`config.mk`:
```
export PLATFORM = sky130hd
export DESIGN_NAME = rvbf_top
export DESIGN_NICKNAME = d
export VERILOG_FILES = /design/src/rtl/rvbf_pkg.sv /design/src/rtl/rvbf_vtor.sv /design/src/rtl/rvbf_top.sv
export VERILOG_INCLUDE_DIRS = /design/src /design/src/rtl
export SDC_FILE = /design/constraint.sdc
export NUM_CORES = 1
export LEC_CHECK = 0
export ABC_CLOCK_PERIOD_IN_PS = 1750
export BUFFER_PORTS_ARGS = -buffer_cell sky130_fd_sc_hd__clkbuf_2
export CORE_ASPECT_RATIO = 0.7
export CORE_UTILIZATION = 40
export CTS_BUF_LIST = sky130_fd_sc_hd__clkbuf_4
export CTS_CLUSTER_SIZE = 28
export DETAILED_ROUTE_END_ITERATION = 12
export GPL_ROUTABILITY_DRIVEN = 0
export HOLD_SLACK_MARGIN = 0.03
export PLACE_DENSITY = 0.71
export REMOVE_ABC_BUFFERS = 1
export SLEW_MARGIN = 20
export SYNTH_ARGS = -nofsm -noshare
export SYNTH_HDL_FRONTEND = slang
export SYNTH_SLANG_ARGS = --single-unit
```
`constraint.sdc`:
```
create_clock -name ref_clk -period 1.75 [get_ports ref_clk]
set_input_delay 0.35 -clock ref_clk [delete_from_list [all_inputs] [get_ports ref_clk]]
set_output_delay 0.35 -clock ref_clk [all_outputs]
set_load 0.02 [all_outputs]
```
`src/rtl/rvbf_defs.svh`:
```
// constants of the reset vector boot fetch block
// assumes a 32-bit byte-addressed flash read port
`ifndef RVBF_DEFS_SVH
`define RVBF_DEFS_SVH
`define RVBF_BOOT_BASE     32'h0000_0000
`define RVBF_SP_OFFSET     32'h0000_0000
`define RVBF_PC_OFFSET     32'h0000_0004
`define RVBF_VTOR_RESET    32'h0000_0000
`define RVBF_VTOR_ALIGN    32'hFFFF_FF80
`define RVBF_SRAM_BASE     32'h2000_0000
`define RVBF_SRAM_MASK     32'hF000_0000
`endif

```
`src/rtl/rvbf_pkg.sv`:
```
// types of the reset vector boot fetch block
// assumes rvbf_defs.svh is on the include path
package rvbf_pkg;
    typedef enum logic [2:0]
    {
        RVBF_ST_IDLE  = 3'b000,
        RVBF_ST_SP_RQ = 3'b001,
        RVBF_ST_SP_WT = 3'b010,
        RVBF_ST_PC_RQ = 3'b011,
        RVBF_ST_PC_WT = 3'b100,
        RVBF_ST_RUN   = 3'b101
    } rvbf_state_t;

    typedef struct packed
    {
        logic        valid;
        logic [31:0] addr;
    } rvbf_req_t;

    typedef struct packed
    {
        logic        valid;
        logic [31:0] data;
    } rvbf_rsp_t;

    typedef struct packed
    {
        logic        start;
        logic [31:0] pc;
        logic [31:0] sp;
    } rvbf_boot_t;
endpackage : rvbf_pkg

```
`src/rtl/rvbf_vtor.sv`:
```
// vector table base holder
// assumes writes come from core logic on ref_clk
`timescale 1ns/1ps
`default_nettype none
`include "rvbf_defs.svh"
module rvbf_vtor
(
    input  wire logic        ref_clk,
    input  wire logic        rst_n,
    input  wire logic        boot_done,
    input  wire logic        wr_en,
    input  wire logic [31:0] wr_base,
    output logic      [31:0] base
);
    logic [31:0] base_q;
    logic [31:0] base_d;

    always_comb
    begin
        base_d = base_q;
        // relocation only honoured once boot completed
        if (boot_done && wr_en)
        begin
            base_d = wr_base & `RVBF_VTOR_ALIGN;
        end
    end

    always_ff @(posedge ref_clk or negedge rst_n)
    begin
        if (!rst_n)
        begin
            base_q <= `RVBF_VTOR_RESET;
        end
        else
        begin
            base_q <= base_d;
        end
    end

    assign base = base_q;

    chk_vtor_locked_boot : assert property (
        @(posedge ref_clk) disable iff (!rst_n)
        !boot_done |=> base_q == $past(base_q))
        else $error("vector base moved before boot completed");
endmodule : rvbf_vtor
`default_nettype wire

```
`src/rtl/rvbf_top.sv`:
```
// reset vector boot fetch: reads sp and pc from flash after reset
// assumes a flash read port answering rsp.valid one or more cycles later
//
// Notes on behaviour
// - after reset read word at vector offset zero into stack pointer.
// - after reset read word at vector offset four as program counter.
// - boot vector reads always address internal flash from base zero.
// - vector base may move to SRAM only after boot completed.
// - execution always starts from internal flash, never another source.
// - once both fetched, branch to fetched pc and start execution.
`timescale 1ns/1ps
`default_nettype none
`include "rvbf_defs.svh"
module rvbf_top
(
    input  wire logic               ref_clk,
    input  wire logic               rst_n,
    output rvbf_pkg::rvbf_req_t     flash_req,
    input  wire rvbf_pkg::rvbf_rsp_t flash_rsp,
    input  wire logic               vtor_wr_en,
    input  wire logic [31:0]        vtor_wr_base,
    output logic      [31:0]        vtor_base,
    output rvbf_pkg::rvbf_boot_t    boot,
    output logic                    boot_done
);
    import rvbf_pkg::*;

    // ------------------------------------------------------------
    // state
    // ------------------------------------------------------------
    rvbf_state_t state_q;
    rvbf_state_t state_d;
    logic [31:0] sp_q;
    logic [31:0] sp_d;
    logic [31:0] pc_q;
    logic [31:0] pc_d;
    logic        start_q;
    logic        start_d;
    // fetch address is registered so the flash port sees a clean word
    logic [31:0] addr_q;
    logic [31:0] addr_d;

    function automatic logic [31:0] boot_addr(input logic [31:0] off);
        // boot base is hard wired; relocated base is never used here
        boot_addr = `RVBF_BOOT_BASE + off;
    endfunction : boot_addr

    // ------------------------------------------------------------
    // fetch sequence
    // ------------------------------------------------------------
    always_comb
    begin
        state_d = state_q;
        sp_d    = sp_q;
        pc_d    = pc_q;
        start_d = 1'b0;
        addr_d  = addr_q;
        case (state_q)
            RVBF_ST_IDLE:
            begin
                addr_d  = boot_addr(`RVBF_SP_OFFSET);
                state_d = RVBF_ST_SP_RQ;
            end
            RVBF_ST_SP_RQ:
            begin
                state_d = RVBF_ST_SP_WT;
            end
            RVBF_ST_SP_WT:
            begin
                if (flash_rsp.valid)
                begin
                    sp_d    = flash_rsp.data;
                    addr_d  = boot_addr(`RVBF_PC_OFFSET);
                    state_d = RVBF_ST_PC_RQ;
                end
            end
            RVBF_ST_PC_RQ:
            begin
                state_d = RVBF_ST_PC_WT;
            end
            RVBF_ST_PC_WT:
            begin
                if (flash_rsp.valid)
                begin
                    pc_d    = flash_rsp.data;
                    start_d = 1'b1;
                    state_d = RVBF_ST_RUN;
                end
            end
            RVBF_ST_RUN:
            begin
                state_d = RVBF_ST_RUN;
            end
            default:
            begin
                state_d = RVBF_ST_IDLE;
            end
        endcase
    end

    always_ff @(posedge ref_clk or negedge rst_n)
    begin
        if (!rst_n)
        begin
            state_q <= RVBF_ST_IDLE;
            sp_q    <= 32'h0000_0000;
            pc_q    <= 32'h0000_0000;
            start_q <= 1'b0;
            addr_q  <= `RVBF_BOOT_BASE + `RVBF_SP_OFFSET;
        end
        else
        begin
            state_q <= state_d;
            sp_q    <= sp_d;
            pc_q    <= pc_d;
            start_q <= start_d;
            addr_q  <= addr_d;
        end
    end

    // ------------------------------------------------------------
    // outputs
    // ------------------------------------------------------------
    always_comb
    begin
        flash_req.valid = 1'b0;
        flash_req.addr  = addr_q;
        if (state_q == RVBF_ST_SP_RQ)
        begin
            flash_req.valid = 1'b1;
        end
        else if (state_q == RVBF_ST_PC_RQ)
        begin
            flash_req.valid = 1'b1;
        end
    end

    // pc handed on as fetched; flash is the only boot source
    assign boot.start = start_q;
    assign boot.pc    = pc_q;
    assign boot.sp    = sp_q;
    assign boot_done  = (state_q == RVBF_ST_RUN);

    rvbf_vtor u_vtor
    (
        .ref_clk   (ref_clk),
        .rst_n     (rst_n),
        .boot_done (boot_done),
        .wr_en     (vtor_wr_en),
        .wr_base   (vtor_wr_base),
        .base      (vtor_base)
    );

    // ------------------------------------------------------------
    // checks
    // ------------------------------------------------------------
    chk_sp_first_addr : assert property (
        @(posedge ref_clk) disable iff (!rst_n)
        (flash_req.valid && state_q == RVBF_ST_SP_RQ)
        |-> flash_req.addr == 32'h0000_0000)
        else $error("sp fetch at wrong address");

    chk_pc_fetch_addr : assert property (
        @(posedge ref_clk) disable iff (!rst_n)
        (flash_req.valid && state_q == RVBF_ST_PC_RQ)
        |-> flash_req.addr == 32'h0000_0004)
        else $error("pc fetch at wrong address");

    chk_fetch_in_flash : assert property (
        @(posedge ref_clk) disable iff (!rst_n)
        flash_req.valid
        |-> (flash_req.addr & `RVBF_SRAM_MASK) != `RVBF_SRAM_BASE
            && (flash_req.addr & 32'hFFFF_FFF8) == `RVBF_BOOT_BASE)
        else $error("boot fetch left flash");

    chk_sp_loaded : assert property (
        @(posedge ref_clk) disable iff (!rst_n)
        (state_q == RVBF_ST_SP_WT && flash_rsp.valid)
        |=> sp_q == $past(flash_rsp.data))
        else $error("stack pointer not loaded");

    chk_start_pc : assert property (
        @(posedge ref_clk) disable iff (!rst_n)
        (state_q == RVBF_ST_PC_WT && flash_rsp.valid)
        |=> boot.start && boot.pc == $past(flash_rsp.data))
        else $error("branch not taken to fetched pc");

    chk_start_once : assert property (
        @(posedge ref_clk) disable iff (!rst_n)
        boot.start |=> !boot.start && boot_done)
        else $error("start not a single pulse");

    chk_no_early_start : assert property (
        @(posedge ref_clk) disable iff (!rst_n)
        boot.start |-> $past(state_q) == RVBF_ST_PC_WT)
        else $error("start before both words returned");

    chk_sp_before_pc : assert property (
        @(posedge ref_clk) disable iff (!rst_n)
        (state_q == RVBF_ST_PC_RQ) |-> $past(state_q) == RVBF_ST_SP_WT)
        else $error("pc fetch without prior sp fetch");

    chk_single_fetch_pair : assert property (
        @(posedge ref_clk) disable iff (!rst_n)
        boot_done |-> !flash_req.valid)
        else $error("boot fetch after boot done");

    chk_req_one_cycle : assert property (
        @(posedge ref_clk) disable iff (!rst_n)
        flash_req.valid |=> !flash_req.valid)
        else $error("flash request held longer than one cycle");

    chk_done_with_start : assert property (
        @(posedge ref_clk) disable iff (!rst_n)
        $rose(boot_done) |-> boot.start)
        else $error("boot done without start pulse");

    chk_vectors_held : assert property (
        @(posedge ref_clk) disable iff (!rst_n)
        boot_done |=> $stable(boot.sp) && $stable(boot.pc))
        else $error("fetched vectors changed after boot");
endmodule : rvbf_top
`default_nettype wire

```
; ---- Word level (Yosys, flattened, before mapping)
; Cells that the tools add are included.
[op_classes]
eq_ne = 7
n_reduce_logical = 7
n_mux = 9
[op_table]
columns = cell, n
row1 = $pmux W32 S2, 1
row2 = $mux W32, 1
row3 = $pmux W3 S6, 1
row4 = $reduce_and A2 Y1, 4
row5 = $eq A3 B2 Y1 const B, 2
row6 = $eq A3 B3 Y1 const B, 2
row7 = $mux W3, 2
row8 = $mux W1, 4
row9 = $ne A2 B2 Y1 const B, 2
row10 = $eq A3 B1 Y1 const B, 1
row11 = $logic_not A3 Y1, 1
row12 = $reduce_bool A2 Y1, 1
row13 = $logic_and A1 B1 Y1, 1
[totals]
wordCells = 29
output_inout_bits = 131
register_bits = 125

; ---- Logic depth before layout (Yosys ltp)
; Gate-level depths: netlist (run 1).
[depth]
depth_word = 3
ltp_mapped = 5
depth_no_buf = 2

; ---- Modules after synthesis
; From an unflattened synthesis (run 1), not the netlist that was laid out.
[hier_totals]
hier_cells = 250
area_unflattened_um2 = 4220.3
[by_module_without_submodules]
columns = mod, cells_each, n_inst, seq_area_each_um2, area_per_inst_um2
row1 = rvbf_top, 189, 1, 1726.7, 3153.0
row2 = rvbf_vtor, 61, 1, 625.6, 1067.3

; ---- Least setup slack after synthesis (run 1)
; No wires, ideal clock.
[synth_path]
path_type = reg-to-reg
from = register state_q[0]
to = register sp_q[0]
path_buffers = 3
t_arrival_ns = 1.377
path_stages_with_launch = 6
slack_ns = 0.248
path_cell_list = dfrtp_1 -> buf_6 -> nor4bb_1 -> buf_4 -> buf_12 -> mux2_4
[synth_between]
elab_chain_cells = 2
[synth_lines]
columns = element, line
row1 = "start, declared", rvbf_top.sv:31  ; rvbf_state_t state_q;
row2 = "start signal, assigned", rvbf_top.sv:113  ; state_q <= state_d;
row3 = $eq A3 B2 Y1, rvbf_top.sv:58  ; case (state_q)
row4 = $reduce_and A2 Y1 (no line), n/a
row5 = "end signal, assigned", rvbf_top.sv:114  ; sp_q <= sp_d;
row6 = "end, declared", rvbf_top.sv:33  ; logic [31:0] sp_q;
; Every way passes these cells.
; A chain may end at the register's enable or synchronous reset.

; ---- Worst setup path in the final report (run 1)
[layout_path]
from = register state_q[1]
to = output port boot_done
[layout_between]
elab_chain_cells = 1
[layout_lines]
columns = element, line
row1 = $eq A3 B3 Y1, rvbf_top.sv:142  ; assign boot_done = (state_q == RVBF_ST_RUN);
row2 = "end, declared", rvbf_top.sv:24  ; output logic boot_done
; Every way passes these cells.

==> results of run 1 <==
==> placed cells by master, fill, tap and decap left out, types with 2 or more instances in the layout <==
cell type,netlist,final
buf_12,3,4
buf_4,41,9
buf_6,2,3
clkbuf_2,0,150
clkbuf_4,0,10
clkinvlp_4,0,2
conb_1,1,38
dfrtp_1,94,94
mux2_2,30,30
mux2_4,59,59
nor3b_1,3,2
==> layer usage <==
layer	track usage, %	vias up
met4	5.26	0
met1	19.3	1259
met2	23.4	85
li1	-	1112
met3	4.78	8
met5	0	-
==> flip-flops by register name, indices dropped and copies added, names as in the netlist <==
name / flops
addr_q: 1
pc_q: 32
sp_q: 32
start_q: 1
state_q: 3
u_vtor.base: 25
==> report_power, final <==
group	switching [mW]	internal (mW)	total [mW]
combinational	2.56	2.35	4.92
sequential	0.606	3.25	3.85
clock	0.685	0.447	1.13
==> worst min-delay path by stage <==
stage / startpoint / depth (start not counted) / end
floorplan: rst_n / 0 / addr_q[2]$_DFFE_PN0P_
global placement: rst_n / 1 / pc_q[31]$_DFFE_PN0P_
detailed placement: rst_n / 1 / sp_q[9]$_DFFE_PN0P_
CTS: vtor_wr_base[28] / 2 / u_vtor.base[28]$_DFFE_PN0P_
global route: vtor_wr_base[28] / 2 / u_vtor.base[28]$_DFFE_PN0P_
finish: vtor_wr_base[7] / 2 / u_vtor.base[7]$_DFFE_PN0P_
==> area by class of cell <==
cell class	instances	area share, %
clock buffers	10	1.47
inverters	1	0.0734
flip-flops and latches	94	46.0
well taps	128	3.13
repair buffers	167	18.4
multi-input cells	141	29.7
clock inverters	6	1.22
==> logic make-up after synthesis <==
logic type / after synthesis / synth area share (%)
AND/OR/NAND/NOR: 10 / 2.23
other: 1 / 0.0902
XOR/XNOR: 1 / 0.211
AO/OA/AOI/OAI: 3 / 0.542
multiplexers: 89 / 29.4
flip-flops: 94 / 56.6
buffers and inverters: 53 / 10.9
==> what timing repair did <==
action                     in CTS  in global routing
hold endpoints to repair       27                  0
setup buffers                   2                  1
hold buffers                    1                  0
setup endpoints to repair       2                  8
gates resized for setup         3                  8
==> worst max-delay path, stage by stage, from the launching register on <==
cell and delay (ns):
dfrtp_1 0.42, buf_6 0.14, nor3b_2 0.17, buf_4 0.16
==> through the flow <==
| stage | setup WS [ns] | cells | TNS, ns | hold WS, ns | util [%] |
|---|---|---|---|---|---|
| final | 0.101 | 547 | 0 | 0.154 | 51.6 |
| after global routing | -0.00587 | 547 | -0.00587 | 0.0953 | 51.6 |
| after CTS | 0.0117 | 546 | 0 | 0.104 | 51.4 |
| after detailed placement | 0.0450 | 527 | 0 | 0.306 | 49.6 |
| after global placement | 0.0656 | 527 | 0 | 0.299 | 49.6 |
| after floorplan | -4.36 | 236 | -156.06 | 0.0544 | - |
==> summary.txt, run 1 <==
Route
  – Via/cell ratio: approximately 4.5
  – WL final: roughly 7900 um
  – Routed met1 length: 3510 um
  – Wire per inst: between 10 and 15 um
  – WL met2: slightly below 4000 um
  – Via count: 2464
  – Post-DRT Antenna Nets: 0
  – 1st-pass router iterations: 3
  – Remaining DRCs: 0
  – Uppermost layer routed: met4
  – Routed wl met3: about 460 um
  – First DRT Iteration DRCs: 64

Clock network
  – Clock Tree Root: clkbuf_4
  – Clock Path Buffers: 2
  – CTS tree: built
  – Clock slew at reported path FFs: ~0.13 ns
  – Clk_lat worst skew: between 0.4 and 0.5 ns
  – CTS buffer count: 9
  – Clk sinks: 94
  – H-tree lvl count: 3

Yosys
  – Asr flop ratio synth: 100%
  – Most instantiated cells after synthesis: dfrtp_1 (94), mux2_4 (59), buf_4 (41)
  – Ys Warns: 0
  – Post-Synthesis Cells: ~250
  – Top area cells in the synthesized netlist: dfrtp_1 (57%), mux2_4 (21%), mux2_2 (8.1%), buf_4 (7.4%), buf_12 (1.4%)
  – Mean post-synth cell area: around 17 um2
  – Area leader, netlist: dfrtp_1
  – Most common cell in the netlist: dfrtp_1
  – Post-synthesis register bit count: between 90 and 100
  – Number of flops mapped to enable cells by yosys: 0
  – Most used DFF post-synth: dfrtp_1
  – Yosys top cell area share: a little under three fifths
  – Seq/Total Area, Yosys: between 50% and 60%
  – Cell Area, Synth: 4160 um2
  – Cell variety after synth: 22

Timing
  – Final number of hold-violating endpoints: 0
  – Fin crit share: between 90 and 100%
  – Unrepaired setup endpoints after global routing: true
  – # setup viols final: 0
  – Max-slew violation count: 0
  – Fin crit period: between 1.5 and 2 ns
  – Skew final: roughly 0.012 ns
  – Max Clock Freq: slightly above 600 MHz

Global routing
  – Gr usage total: 14.9%
  – Largest net degree at the start of global routing: 50
  – Vias in the first global route: 2395
  – Remaining Overflow, GRT: 0
  – First-pass GRT wire length: 12200 um
  – Initial antenna violation count: 0

Place
  – Placed wire-length estimate: approximately 6000 um
  – Placed Area: between 4000 and 5000 um2
  – PortBufs: 153

Die
  – Initial Util: 42.0%
  – DIE HEIGHT: 87.3 um
  – Boundary Pins: between 150 and 200
  – Die width: roughly 120 um
  – # rows: 30
  – Core area: approximately 9900 um2
  – Die ar.: approximately 11000 um2

Outcome
  – Status: completed

Critical path
  – CP Capture Type: output pin
  – CP endpoint: boot_done
  – RR Endpoint: sp_q[16]$_DFFE_PN0P_
  – R2R Path Start: state_q[0]$_DFFE_PN0P_
  – Crit start category: register
  – Reg2Reg Depth: 4
  – Flop2flop setup slack: roughly 0.11 ns
  – Crit Path Max Fanout: 7
  – Crit path DAT: roughly 1.3 ns
  – Worst Setup SP: state_q[1]$_DFFE_PN0P_
  – Crit path required time: between 1 and 1.5 ns
  – WS Path Type: reg2out

Final layout
  – Layout area overhead: 23.0%
  – Layout Nets: 482
  – Antenna cells: 0
  – Multi-input logic area: ~1500 um2
  – Layout cell share with drive strength beyond 1: 65.9%
  – Register area: ~2400 um2
  – Post-route cell area: a little over 5000 um2
  – Fillers: between 800 and 900

Pwr
  – Pwr Density: between 1500 and 2000 nW/um2
  – PnR Total Power: a little under 10 mW
  – Peak supply drop: between 0.8 and 0.9 mV
  – Leakage power: approximately 2.7 nW

Job
  – Max cap viols: 0

Worst hold path
  – Hold crit path type: in2reg
Power figures use the tool's default switching activity.
==> run 2, diff against run 1 <==
==> constraint.sdc (replaced) <==
create_clock -name ref_clk -period 1.75 [get_ports ref_clk]
set_input_delay 0.175 -clock ref_clk [delete_from_list [all_inputs] [get_ports ref_clk]]
set_output_delay 0.175 -clock ref_clk [all_outputs]
set_load 0.02 [all_outputs]
==> summary.txt, run 2 (synthesis results as in run 1) <==
Outcome
  – Status: completed (unchanged)

Clock network
  – Clk_lat worst skew: 0.43 ns (about the same)
  – H-tree lvl count: 3 (unchanged)
  – Clock Path Buffers: 2 (unchanged)
  – Clock slew at reported path FFs: 0.15 ns (was 0.13 ns)
  – Clock Tree Root: clkbuf_4 (unchanged)
  – Clk sinks: 94 (unchanged)
  – CTS buffer count: 9 (unchanged)
  – CTS tree: built (unchanged)
  – Setup bufs post-CTS: 0 (was 2)

Route
  – 1st-pass router iterations: 4 (was 3)
  – Routed wl met3: 415 um (was 456 um)
  – Post-DRT Antenna Nets: 0 (unchanged)
  – WL final: 8620 um (was 7920 um)
  – First DRT Iteration DRCs: 53 (was 64)
  – Routed met1 length: 3660 um (was 3510 um)
  – Remaining DRCs: 0 (unchanged)
  – Uppermost layer routed: met4 (unchanged)
  – Via/cell ratio: 4.36 (was 4.50)
  – WL met2: 4400 um (was 3860 um)
  – Wire per inst: 14.3 um (was 14.5 um)
  – Via count: 2622 (was 2464)

Global routing
  – First-pass GRT wire length: 13300 um (was 12200 um)
  – Vias in the first global route: 2666 (was 2395)
  – Remaining Overflow, GRT: 0 (unchanged)
  – Initial antenna violation count: 0 (unchanged)
  – Gr usage total: 16.5% (was 14.9%)
  – Largest net degree at the start of global routing: 50 (unchanged)

Job
  – Max cap viols: 0 (unchanged)

Critical path
  – Crit start category: register (unchanged)
  – R2R Path Start: state_q[2]$_DFFE_PN0P_ (was state_q[0]$_DFFE_PN0P_)
  – Crit path DAT: 1.96 ns (was 1.30 ns)
  – Crit Path Max Fanout: 13 (was 7)
  – RR Endpoint: sp_q[16]$_DFFE_PN0P_ (unchanged)
  – WS Path Type: reg2reg (was reg2out)
  – CP Capture Type: register (was output pin)
  – Reg2Reg Depth: 3 (was 4)
  – Worst Setup SP: state_q[2]$_DFFE_PN0P_ (was state_q[1]$_DFFE_PN0P_)
  – Crit path required time: 2.09 ns (was 1.40 ns)
  – Flop2flop setup slack: 0.13 ns (was 0.11 ns)

Final layout
  – Post-route cell area: 5620 um2 (was 5110 um2)
  – Multi-input logic area: 1510 um2 (was 1520 um2)
  – Layout area overhead: 35.1% (was 23.0%)
  – Layout Nets: 537 (was 482)
  – Fillers: 821 (was 872)
  – Layout cell share with drive strength beyond 1: 56.9% (was 65.9%)
  – Antenna cells: 0 (unchanged)
  – Commonest non-fill, non-tap cell in the layout: clkbuf_2 (unchanged)
  – Commonest non-fill, non-tap cells in the layout: clkbuf_2 (151), dfrtp_1 (93), mux2_4 (59), dlygate4sd3_1 (59), conb_1 (38) (was clkbuf_2 (150), dfrtp_1 (94), mux2_4 (59), conb_1 (38), mux2_2 (30))
  – Register area: 2350 um2 (about the same)

Die
  – Initial Util: 42.0% (unchanged)
  – Boundary Pins: 199 (unchanged)
  – DIE HEIGHT: 87.3 um (unchanged)
  – Die ar.: 10800 um2 (unchanged)
  – Die width: 124 um (unchanged)
  – # rows: 30 (unchanged)
  – Core area: 9910 um2 (unchanged)

Timing
  – Skew final: 0.0166 ns (was 0.0118 ns)
  – Final number of hold-violating endpoints: 0 (unchanged)
  – Hold_ws: 0.124 ns (was 0.154 ns)
  – Max-slew violation count: 0 (unchanged)
  – # setup viols final: 0 (unchanged)
  – Fin crit period: 1.62 ns (was 1.65 ns)
  – Max Clock Freq: 619 MHz (was 607 MHz)
  – Unrepaired setup endpoints after global routing: false (was true)
  – Fin crit share: 92.4% (was 94.2%)

Place
  – Placed wire-length estimate: 5860 um (was 5970 um)
  – PortBufs: 153 (unchanged)
  – Placed Area: 4910 um2 (about the same)

Pwr
  – Pwr Density: 1740 nW/um2 (was 1940 nW/um2)
  – Peak supply drop: 0.891 mV (was 0.804 mV)
  – Leakage power: 2.86 nW (was 2.66 nW)

Worst hold path
  – Hold crit path type: in2async (was in2reg)
==> run 2: per-stage QoR <==
stage / utilization [%] / TNS, ns / setup slack (ns) / total power [mW] / std cells
2_1_floorplan: - / -156.06 / -4.36 / 7.11 / 236
5_1_grt: 56.7 / 0 / 0.00941 / 10.4 / 601
3_3_place_gp: 49.5 / 0 / 0.152 / 8.62 / 526
6_report: 56.7 / 0 / 0.133 / 9.78 / 601
4_1_cts: 56.6 / 0 / 0.0311 / 9.87 / 600
3_5_place_dp: 49.5 / 0 / 0.117 / 8.75 / 526
==> run 2: cell type report <==
type | count | share of cell area [%]
flip-flops and latches | 94 | 41.9
clock inverters | 6 | 0.713
multi-input cells | 141 | 26.8
well taps | 128 | 2.85
inverters | 1 | 0.0668
clock buffers | 9 | 1.20
repair buffers | 222 | 26.4
==> run 2: where the power goes <==
group | switching [mW] | internal (mW)
logic | 2.54 | 2.36
clock network | 0.692 | 0.280
registers | 0.652 | 3.25
==> run 2: worst max path at each step <==
stage                                 to  slack (ns)  cells after the start
floorplan           sp_q[15]$_DFFE_PN0P_       -4.36                      2
global placement    sp_q[16]$_DFFE_PN0P_        0.15                      3
detailed placement  sp_q[16]$_DFFE_PN0P_        0.12                      3
CTS                            boot_done        0.03                      4
global route               flash_req[32]       0.009                      3
finish              sp_q[16]$_DFFE_PN0P_        0.13                      3
==> run 2: critical path, stage by stage (launching register included) <==
cell and delay, ns:
dfrtp_2 0.47, nor4bb_4 0.34, buf_4 0.34, mux2_2 0.38
==> run 2: timing repair <==
action | 4_1_cts | 5_1_grt
gates resized for setup | 0 | 3
endpoints found under the hold margin | 184 | 0
hold buffers | 59 | 0
setup endpoints to repair | 0 | 1
==> run 2: layer usage <==
metal / GRT usage [%] / up-vias
li1: - / 1219
met1: 20.0 / 1300
met2: 27.9 / 90
met3: 4.38 / 13
met4: 6.24 / 0
met5: 0 / -
